<file path="config.mk">
export PLATFORM = sky130hd
export DESIGN_NAME = acs_sequencer
export DESIGN_NICKNAME = d
export VERILOG_FILES = /design/src/hdl/acs_pkg.sv /design/src/hdl/acs_sequencer.sv
export SDC_FILE = /design/constraint.sdc
export NUM_CORES = 1
export LEC_CHECK = 0
export BUFFER_PORTS_ARGS = -buffer_cell sky130_fd_sc_hd__buf_2
export CORE_MARGIN = 3
export CORE_UTILIZATION = 25
export CTS_BUF_LIST = sky130_fd_sc_hd__clkbuf_4 sky130_fd_sc_hd__clkbuf_8 sky130_fd_sc_hd__clkbuf_16
export DETAILED_ROUTE_END_ITERATION = 8
export GPL_ROUTABILITY_DRIVEN = 0
export GPL_TIMING_DRIVEN = 0
export PLACE_DENSITY_LB_ADDON = 0.3
export SLEW_MARGIN = 10
export SYNTH_ARGS = -nofsm -noshare
export SYNTH_HDL_FRONTEND = slang
export SYNTH_SLANG_ARGS = --single-unit
export TNS_END_PERCENT = 50
</file>
<file path="constraint.sdc">
create_clock -name core_clk -period 2.2 [get_ports core_clk]
set_input_delay 0.33 -clock core_clk [delete_from_list [all_inputs] [get_ports core_clk]]
set_output_delay 0.33 -clock core_clk [all_outputs]
set_load 0.05 [all_outputs]
</file>
<file path="src/hdl/acs_pkg.sv">
// constants and types shared by the converter sequencer
package acs_pkg;
  typedef logic [2:0] acs_chan_t;
  typedef logic [9:0] acs_code_t;
  typedef logic [9:0] acs_hs_t;
  typedef enum logic [1:0] {
    ACS_IDLE = 2'h0,
    ACS_SAMPLE = 2'h1,
    ACS_CONVERT = 2'h3
  } acs_state_t;
  // all durations are in half state times
  localparam acs_hs_t ACS_HS_SAMPLE_PRE_ON = 10'h020;
  localparam acs_hs_t ACS_HS_TOTAL_PRE_ON = 10'h139;
  localparam acs_hs_t ACS_HS_SAMPLE_PRE_OFF = 10'h010;
  localparam acs_hs_t ACS_HS_TOTAL_PRE_OFF = 10'h0B3;
  localparam acs_hs_t ACS_HS_SAMPLE_UNIT = 10'h008;
  localparam acs_hs_t ACS_HS_CONV_UNIT = 10'h010;
  localparam acs_hs_t ACS_HS_SAMPLE_MIN = 10'h002;
  localparam logic [7:0] ACS_TIMING_TYPICAL = 8'hA6;
  localparam acs_hs_t ACS_HS_TYPICAL_SAMPLE = 10'h028;
  localparam acs_hs_t ACS_HS_TYPICAL_CONV = 10'h070;
  localparam int ACS_STEP_SHIFT = 4;
  localparam logic [3:0] ACS_MSB_IDX = 4'h9;
  localparam logic [3:0] ACS_LSB_IDX_10 = 4'h0;
  localparam logic [3:0] ACS_LSB_IDX_8 = 4'h2;
  localparam acs_code_t ACS_SAR_FIRST = 10'h200;
  localparam acs_code_t ACS_CODE_RESET = 10'h000;
endpackage : acs_pkg

</file>
<file path="src/hdl/acs_sequencer.sv">
// conversion sequencer: channel mux, sample phase and successive approximation
`timescale 1ns/1ps
`default_nettype none

// Functional notes
// - 10-bit conversion lasts 156.5 states prescaler on, 89.5 states off.
// - 10-bit sample phase is 16 states prescaler on, 8 states off.
// - an 8-bit mode gives 256-level results, in less time only at short timing values (FFH takes 568 half states).
// - 8-bit sample and convert lengths come from the timing input only.
// - timing value A6H gives 20 sample states then 56 convert states.
// - every timing value sequences a conversion to its end; trial steps under three clocks outrun the comparator sync.
// - mux opens the old channel before closing the new one.
// - 10-bit speed depends only on the prescaler bit, never the timing value.
module acs_sequencer #(
  parameter int HALF_STATE_CLKS = 1
) (
  input wire logic core_clk,
  input wire logic rst,
  input wire logic start,
  input wire acs_pkg::acs_chan_t channel_sel,
  input wire logic mode_8bit,
  input wire logic prescaler_disable_bit,
  input wire logic [7:0] conv_timing,
  input wire logic comp_in,
  output logic [7:0] mux_en,
  output logic sampling,
  output logic busy,
  output acs_pkg::acs_code_t dac_code,
  output logic conv_done,
  output acs_pkg::acs_code_t result,
  output acs_pkg::acs_chan_t result_channel,
  output logic result_8bit
);
  import acs_pkg::*;

  function automatic acs_hs_t acs_sample_hs(input logic m8, input logic pdis,
                                            input logic [7:0] t);
    acs_hs_t s;
    s = 10'(t[7:5]) * ACS_HS_SAMPLE_UNIT;
    if (m8) begin
      acs_sample_hs = (s < ACS_HS_SAMPLE_MIN) ? ACS_HS_SAMPLE_MIN : s;
    end else begin
      acs_sample_hs = pdis ? ACS_HS_SAMPLE_PRE_OFF : ACS_HS_SAMPLE_PRE_ON;
    end
  endfunction : acs_sample_hs

  function automatic acs_hs_t acs_conv_hs(input logic m8, input logic pdis,
                                          input logic [7:0] t);
    if (m8) begin
      acs_conv_hs = (10'(t[4:0]) + 10'h001) * ACS_HS_CONV_UNIT;
    end else if (pdis) begin
      acs_conv_hs = ACS_HS_TOTAL_PRE_OFF - ACS_HS_SAMPLE_PRE_OFF;
    end else begin
      acs_conv_hs = ACS_HS_TOTAL_PRE_ON - ACS_HS_SAMPLE_PRE_ON;
    end
  endfunction : acs_conv_hs

  function automatic acs_hs_t acs_step(input acs_hs_t c);
    acs_step = ((c >> ACS_STEP_SHIFT) == 10'h000) ? 10'h001 : (c >> ACS_STEP_SHIFT);
  endfunction : acs_step

  acs_state_t state, next_state;
  logic [7:0] hs_cnt, next_hs_cnt;
  logic tick;
  acs_hs_t phase_cnt, next_phase_cnt;
  acs_hs_t step_cnt, next_step_cnt;
  acs_hs_t lat_conv, next_lat_conv;
  acs_chan_t lat_chan, next_lat_chan;
  logic lat_m8, next_lat_m8;
  acs_code_t sar, next_sar;
  logic [3:0] bit_idx, next_bit_idx;
  logic bits_active, next_bits_active;
  logic next_done;
  acs_code_t next_result;
  acs_chan_t next_result_channel;
  logic next_result_8bit;
  logic [7:0] want_mux, next_mux_en;
  logic comp_meta, comp_sync;

  // comparator settles asynchronously to core_clk
  always_ff @(posedge core_clk) begin
    if (rst) begin
      comp_meta <= 1'b0;
      comp_sync <= 1'b0;
    end else begin
      comp_meta <= comp_in;
      comp_sync <= comp_meta;
    end
  end

  assign tick = (hs_cnt == 8'(HALF_STATE_CLKS - 1));

  always_comb begin
    next_state = state;
    next_hs_cnt = (state == ACS_IDLE || tick) ? 8'h00 : 8'(hs_cnt + 8'h01);
    next_phase_cnt = phase_cnt;
    next_step_cnt = step_cnt;
    next_lat_conv = lat_conv;
    next_lat_chan = lat_chan;
    next_lat_m8 = lat_m8;
    next_sar = sar;
    next_bit_idx = bit_idx;
    next_bits_active = bits_active;
    next_done = conv_done;
    next_result = result;
    next_result_channel = result_channel;
    next_result_8bit = result_8bit;
    unique case (state)
      ACS_IDLE: begin
        if (start) begin
          next_state = ACS_SAMPLE;
          next_lat_chan = channel_sel;
          next_lat_m8 = mode_8bit;
          next_phase_cnt = acs_sample_hs(mode_8bit, prescaler_disable_bit, conv_timing);
          next_lat_conv = acs_conv_hs(mode_8bit, prescaler_disable_bit, conv_timing);
          next_done = 1'b0;
        end
      end
      ACS_SAMPLE: begin
        if (tick) begin
          if (phase_cnt == 10'h001) begin
            next_state = ACS_CONVERT;
            next_phase_cnt = lat_conv;
            next_sar = ACS_SAR_FIRST;
            next_bit_idx = ACS_MSB_IDX;
            next_bits_active = 1'b1;
            next_step_cnt = acs_step(lat_conv);
          end else begin
            next_phase_cnt = phase_cnt - 10'h001;
          end
        end
      end
      ACS_CONVERT: begin
        if (tick) begin
          // one trial per step; step is a sixteenth of the phase so all bits fit
          if (bits_active) begin
            if (step_cnt == 10'h001) begin
              next_step_cnt = acs_step(lat_conv);
              if (!comp_sync) begin
                next_sar[bit_idx] = 1'b0;
              end
              if (bit_idx == (lat_m8 ? ACS_LSB_IDX_8 : ACS_LSB_IDX_10)) begin
                next_bits_active = 1'b0;
              end else begin
                next_bit_idx = 4'(bit_idx - 4'h1);
                next_sar[4'(bit_idx - 4'h1)] = 1'b1;
              end
            end else begin
              next_step_cnt = step_cnt - 10'h001;
            end
          end
          if (phase_cnt == 10'h001) begin
            next_state = ACS_IDLE;
            next_done = 1'b1;
            next_result = next_sar;
            next_result_channel = lat_chan;
            next_result_8bit = lat_m8;
          end else begin
            next_phase_cnt = phase_cnt - 10'h001;
          end
        end
      end
    endcase
  end

  always_ff @(posedge core_clk) begin
    if (rst) begin
      state <= ACS_IDLE;
      hs_cnt <= 8'h00;
      phase_cnt <= 10'h000;
      step_cnt <= 10'h000;
      lat_conv <= 10'h000;
      lat_chan <= 3'h0;
      lat_m8 <= 1'b0;
      sar <= ACS_CODE_RESET;
      bit_idx <= 4'h0;
      bits_active <= 1'b0;
      conv_done <= 1'b0;
      result <= ACS_CODE_RESET;
      result_channel <= 3'h0;
      result_8bit <= 1'b0;
      busy <= 1'b0;
      sampling <= 1'b0;
    end else begin
      state <= next_state;
      hs_cnt <= next_hs_cnt;
      phase_cnt <= next_phase_cnt;
      step_cnt <= next_step_cnt;
      lat_conv <= next_lat_conv;
      lat_chan <= next_lat_chan;
      lat_m8 <= next_lat_m8;
      sar <= next_sar;
      bit_idx <= next_bit_idx;
      bits_active <= next_bits_active;
      conv_done <= next_done;
      result <= next_result;
      result_channel <= next_result_channel;
      result_8bit <= next_result_8bit;
      busy <= (next_state != ACS_IDLE);
      sampling <= (next_state == ACS_SAMPLE);
    end
  end

  assign dac_code = sar;

  // mux: a change of channel costs one all-open cycle
  always_comb begin
    want_mux = 8'h01 << next_lat_chan;
    next_mux_en = (mux_en != 8'h00 && mux_en != want_mux) ? 8'h00 : want_mux;
  end

  always_ff @(posedge core_clk) begin
    if (rst) begin
      mux_en <= 8'h00;
    end else begin
      mux_en <= next_mux_en;
    end
  end

  // helper counts of ticks spent in each phase
  acs_hs_t samp_ticks, conv_ticks;
  logic [7:0] lat_timing;
  always_ff @(posedge core_clk) begin
    if (rst) begin
      samp_ticks <= 10'h000;
      conv_ticks <= 10'h000;
      lat_timing <= 8'h00;
    end else if (state == ACS_IDLE && start) begin
      samp_ticks <= 10'h000;
      conv_ticks <= 10'h000;
      lat_timing <= conv_timing;
    end else if (tick && state == ACS_SAMPLE) begin
      samp_ticks <= samp_ticks + 10'h001;
    end else if (tick && state == ACS_CONVERT) begin
      conv_ticks <= conv_ticks + 10'h001;
    end
  end

  logic lat_pdis;
  always_ff @(posedge core_clk) begin
    if (rst) begin
      lat_pdis <= 1'b0;
    end else if (state == ACS_IDLE && start) begin
      lat_pdis <= prescaler_disable_bit;
    end
  end
endmodule : acs_sequencer

`default_nettype wire

</file>
* Word level (Yosys, flattened, before mapping) *
Index checks and enable logic that the tools add are counted.

storage, ports and cells
  flip-flop bits (word level) = 86
  input port bits = 17
  output and inout port bits = 35

operators by class
  add/subtract/negate cells = 5
  order comparisons = 5
  equal/unequal tests = 16
  shift operators = 1
  multiplexer cells = 59
  bitwise logic cells = 3
  reductions and logical operators = 20

operators with widths
  operator                                                                              number
  10-bit 2-to-1 mux                                                                     22
  10-bit case mux with 2 select lines                                                   2
  10-bit case mux with 3 select lines                                                   1
  4-bit 2-to-1 mux                                                                      6
  6-bit 2-to-1 mux                                                                      4
  10-bit by 1-bit == test with 1-bit output (second input constant)                     2
  10-bit by 1-bit subtractor with 10-bit output (second input constant)                 2
  2-bit != test (second input constant)                                                 9
  2-bit 2-to-1 mux                                                                      6
  4-bit AND reduction                                                                   3
  10-bit AND                                                                            1
  10-bit logical NOT                                                                    1
  4-bit by 5-bit less-than comparator with 1-bit output (second input constant)         2
  10-bit NOT                                                                            1
  10-bit bitwise OR                                                                     1
  1-bit 2-to-1 mux                                                                      9
  9-bit 2-to-1 mux                                                                      1
  8-bit by 1-bit adder with 8-bit output (second input constant)                        1
  1-bit demux with 4-bit select                                                         2
  4-bit by 1-bit greater-or-equal comparator with 1-bit output (second input constant)  2
  8-bit logical NOT                                                                     1
  8-bit != test                                                                         1
  4-bit case mux with 2 select lines                                                    1
  8-bit nonzero test                                                                    1
  19 further kinds                                                                      27

* Longest topological paths before layout *
  depth after elaboration = 17
  depth in mapped cells = 9
  gate-level depth less buffers = 8

* Worst setup path before layout *
No wires, ideal clock.

  kind = reg2reg
  from = reg phase_cnt[5]
  to = reg step_cnt[9]
  setup time = 0.070 ns
  arrival = 2.118 ns
  required time = 2.130 ns
  slack = 0.012 ns
  cell stages (with the launch flop) = 7
  period minus slack after synthesis = 2.188 ns
  cell sequence = dfxtp_1 -> or4_4 -> o31a_1 -> nor2_4 -> o21ai_2 -> or4_1 -> a21oi_1

between the ends
  longest elaborated chain between the ends = 3

RTL lines
  what                                       RTL line              source
  start, declared                            acs_sequencer.sv:65   acs_hs_t phase_cnt, next_phase_cnt;
  start signal, assigned                     acs_sequencer.sv:187  phase_cnt <= next_phase_cnt;
  10-bit by 1-bit == test with 1-bit output  acs_sequencer.sv:121  if (phase_cnt == 10'h001) begin
  2-bit != test (no line)                    n/a
  5-bit AND reduction (no line)              n/a
  end signal, assigned                       acs_sequencer.sv:188  step_cnt <= next_step_cnt;
  end, declared                              acs_sequencer.sv:66   acs_hs_t step_cnt, next_step_cnt;

No other way between the ends.
A chain may end at the register's enable or synchronous reset.

* Worst setup path in the final report *
  from = reg phase_cnt[6]
  to = reg bit_idx[1]

between the ends
  longest elaborated chain between the ends = 3

RTL lines
  what                                       RTL line              source
  10-bit by 1-bit == test with 1-bit output  acs_sequencer.sv:121
  2-bit != test (no line)                    n/a
  7-bit AND reduction (no line)              n/a
  end signal, assigned                       acs_sequencer.sv:193  bit_idx <= next_bit_idx;
  end, declared                              acs_sequencer.sv:71   logic [3:0] bit_idx, next_bit_idx;

No other way between the ends.

==> impl_metrics.yaml <==
power_and_ir_drop:
  intPower_mw: 2.612
  p_clk_share_pct: 38.5
  powerDensity_mw_per_mm2: 661.2
  swShare_pct: 28.94
  power.switching_mw: 1.064
  comb_power_share_pct: 16.8
  pwr-share-seq_pct: 44.7
  p_leak_nw: 2.076
  p_total_mw: 3.676
  vdd_drop_max_mv: 0.3857
global_route:
  track_usage_pct: 13.26
  antenna_found_initial: 1
  grt_pass1_vias: 3991
  grt-ovfl-total: 0
  grt_pass1_wl_um: 21090
  grt_max_degree: 14
clocking:
  htreeDepth: 3
  cts_tree: "done"
  cts-root-buf: "clkbuf_16"
  cts_sinks: 85
  clk_path_buf_depth: 2
  clock_latency_ns: 0.35
  cts_inserted_buffers: 9
  cts.clk_slew.worst_paths_ns: 0.06
run_status:
  status: "finished clean"
synth:
  seq_area_frac_synth_pct: 38.22
  synth.distinct_cells: 60
  async_flop_share_pct: 0
  yosysWarnings: 0
  synth_edf_count: 0
  synth_ff_type: "dfxtp_1"
  synth_seq_cells: 85
  netlist_instances: 553
  syn-cell-area_mm2: 0.004452
  synth.avg_cell_area_um2: 8.050
  synth_nets: 584
drt:
  ant_nets: 0
  via_per_inst: 4.958
  drc: 0
  firstDrtPassIters: 4
  vias: 4239
  drtIter0Drc: 276
  wl_per_cell_um: 14.83
  routed_wl_um: 12680
timing:
  final_max_slew_viol_count: 0
  hold_viol_final: 0
  rsz0062_at_grt: "true"
  skew_ns: 0.006711
  relSlewSlack_pct: 57.36
  setup_violations: 0
  fin_setup_tns_ns: 0
  worst_pin_slew_ns: 0.6395
  fmax_mhz: 458.8
  min_period_over_period_pct: 99.08
  min_period_ns: 2.180
  timing.final.ws_setup_ns: 0.02025
critical_path:
  crit_start: "phase_cnt[6]"
  critPathMaxStageDelay_ns: 0.58
  reg2reg_from: "phase_cnt[6]"
  cp-end-kind: "flip-flop"
  cp-start-kind: "flip-flop"
  crit_path_max_fanout: 6
  path_cells: "or4_4, o31a_1, a2111oi_4, buf_4, mux2i_1, nor2_1"
  crit_slowest_cell: "or4_4"
  criticalPathCategory: "reg -> reg"
  cp.required_ns: 2.42
  critical_path_arrival_ns: 2.40
cells_and_area:
  fill_cells: 1872
  antenna_cells: 0
  final_cell_mix: "dfxtp_1 (80), nor2_1 (63), buf_2 (50), nand2_1 (45), a21oi_1 (40)"
  register_area_mm2: 0.001710
  nets: 657
  multi_input_area_mm2: 0.002735
  syn_to_final_growth_pct: 24.90
  layout_commonest_cell: "dfxtp_1"
  drive_gt1_share_pct: 21.27
floorplanning:
  die_w_um: 139.4
  fp.coreArea_mm2: 0.01736
  die_y_um: 139.4
  rows: 48
  initial_core_util_pct: 25.65
  die_area_mm2: 0.01944
  io-pin-count: 52
placement:
  dp_hpwl_um: 9097
  dpl_worst_slack_ns: -0.6736
  port_buffers: 50
min_path:
  hp-start: "comp_in"
  hp-class: "in -> reg"
job:
  drv_cap: 0
-- final cells by class --
class | count | share of cell area (%)
Sequential cell | 85 | 30.76
Multi-Input combinational cell | 420 | 49.19
Tap cell | 225 | 5.063
Timing Repair Buffer | 64 | 6.391
Buffer | 32 | 2.858
Clock inverter | 4 | 0.4725
Clock buffer | 11 | 4.320
Inverter | 14 | 0.9451
-- power by group through the flow --
stage | registers, mW | clock network (mW) | logic, mW
2_1_floorplan | 1.71 | 0 | 0.349
3_3_place_gp | 1.68 | 0 | 0.538
3_5_place_dp | 1.68 | 0 | 0.535
4_1_cts | 1.64 | 1.46 | 0.585
5_1_grt | 1.65 | 1.51 | 0.689
6_report | 1.64 | 1.41 | 0.619
-- timing repair --
item | in CTS | in global routing
setup buffers | 7 | 7
gates cloned | 1 | 0
hold buffers | 0 | 0
endpoints found under the setup margin | 60 | 52
pin swaps | 10 | 12
resized for setup | 25 | 53
-- flip-flops by register name, summed over array words and instances (netlist names) --
signal and cells:
phase_cnt 10, hs_cnt 8, result_8bit 1, dac_code 10, comp_meta 1, mux_en 8, state 2, result 10
comp_sync 1, sampling 1, step_cnt 10, bit_idx 4, bits_active 1, lat_chan 3, conv_done 1, lat_conv 9
result_channel 3, lat_m8 1, busy 1
-- routing by layer --
layer | GRT usage, % | up-vias | routed length (um)
li1 | - | 2172 | -
met1 | 17.68 | 1969 | 6057
met2 | 20.18 | 77 | 5796
met3 | 2.852 | 19 | 510
met4 | 6.797 | 2 | 306
met5 | 0 | - | 9
-- Yosys cell counts, types with 3 or more instances --
cell | instances | share of area [%]
dfxtp_1 | 85 | 38
nor2_1 | 64 | 5.4
nand2_1 | 46 | 3.9
o21ai_0 | 43 | 4.8
a21oi_1 | 41 | 4.6
clkbuf_1 | 29 | 2.4
nand3_1 | 26 | 2.9
a22o_1 | 23 | 4.5
nor3_1 | 20 | 2.2
ha_1 | 14 | 3.9
inv_1 | 14 | 1.2
nand2b_1 | 10 | 1.4
xor2_1 | 10 | 2.0
nor4_1 | 8 | 1.1
a211oi_1 | 7 | 1.2
a31oi_1 | 7 | 0.98
and3_1 | 6 | 0.84
nand4_1 | 6 | 0.84
nor2b_1 | 6 | 0.84
o211ai_1 | 6 | 1.0
a22oi_1 | 5 | 0.84
mux2i_1 | 5 | 1.1
and2_1 | 4 | 0.56
buf_2 | 4 | 0.45
nand4b_1 | 4 | 0.79
nor3b_1 | 4 | 0.67
o311ai_0 | 4 | 0.79
or4_1 | 4 | 0.67
a211o_1 | 3 | 0.59
or3_1 | 3 | 0.42
xnor2_1 | 3 | 0.59
-- final timing paths --
| check | end | slack (ns) | cells past startpoint |
|---|---|---|---|
| worst max-delay path | bit_idx[1] | 0.02 | 6 |
| worst min-delay path | comp_meta | 0.21 | 2 |
| worst max register to register | bit_idx[1] | 0.02 | 6 |
| worst min register to register | comp_sync | 0.44 | 1 |
-- critical path, delay by kind of cell, from the launching register on --
family	cells	cell delay (ns)
AND/OR/NAND/NOR	2	0.63
AO/OA/AOI/OAI	2	0.72
multiplexers	1	0.17
flip-flops	1	0.35
buffers and inverters	1	0.18
-- metrics by stage --
step                hold WS [ns]  cell area, um^2  util [%]  cells
finish                    0.2100             5560     32.04    855
global route              0.2190             5560     32.04    855
CTS                       0.1964             5394     31.08    848
detailed placement        0.4253             4984     28.71    828
floorplan                 0.4138             4452         -    553
global placement          0.4194             4984     28.71    828
-- cells by family (layout without fill, tap and decap cells) --
| family | Yosys count | count (layout) | share of synthesized area [%] |
|---|---|---|---|
| compound gates | 159 | 159 | 23.69 |
| fa+ha+maj | 14 | 14 | 3.935 |
| buf+inv | 49 | 125 | 4.244 |
| mux | 7 | 7 | 1.630 |
| xor+xnor | 13 | 13 | 2.558 |
| simple gates | 226 | 227 | 25.72 |
| flops | 85 | 85 | 38.22 |
Note: power is estimated with default switching activity, not from simulation.
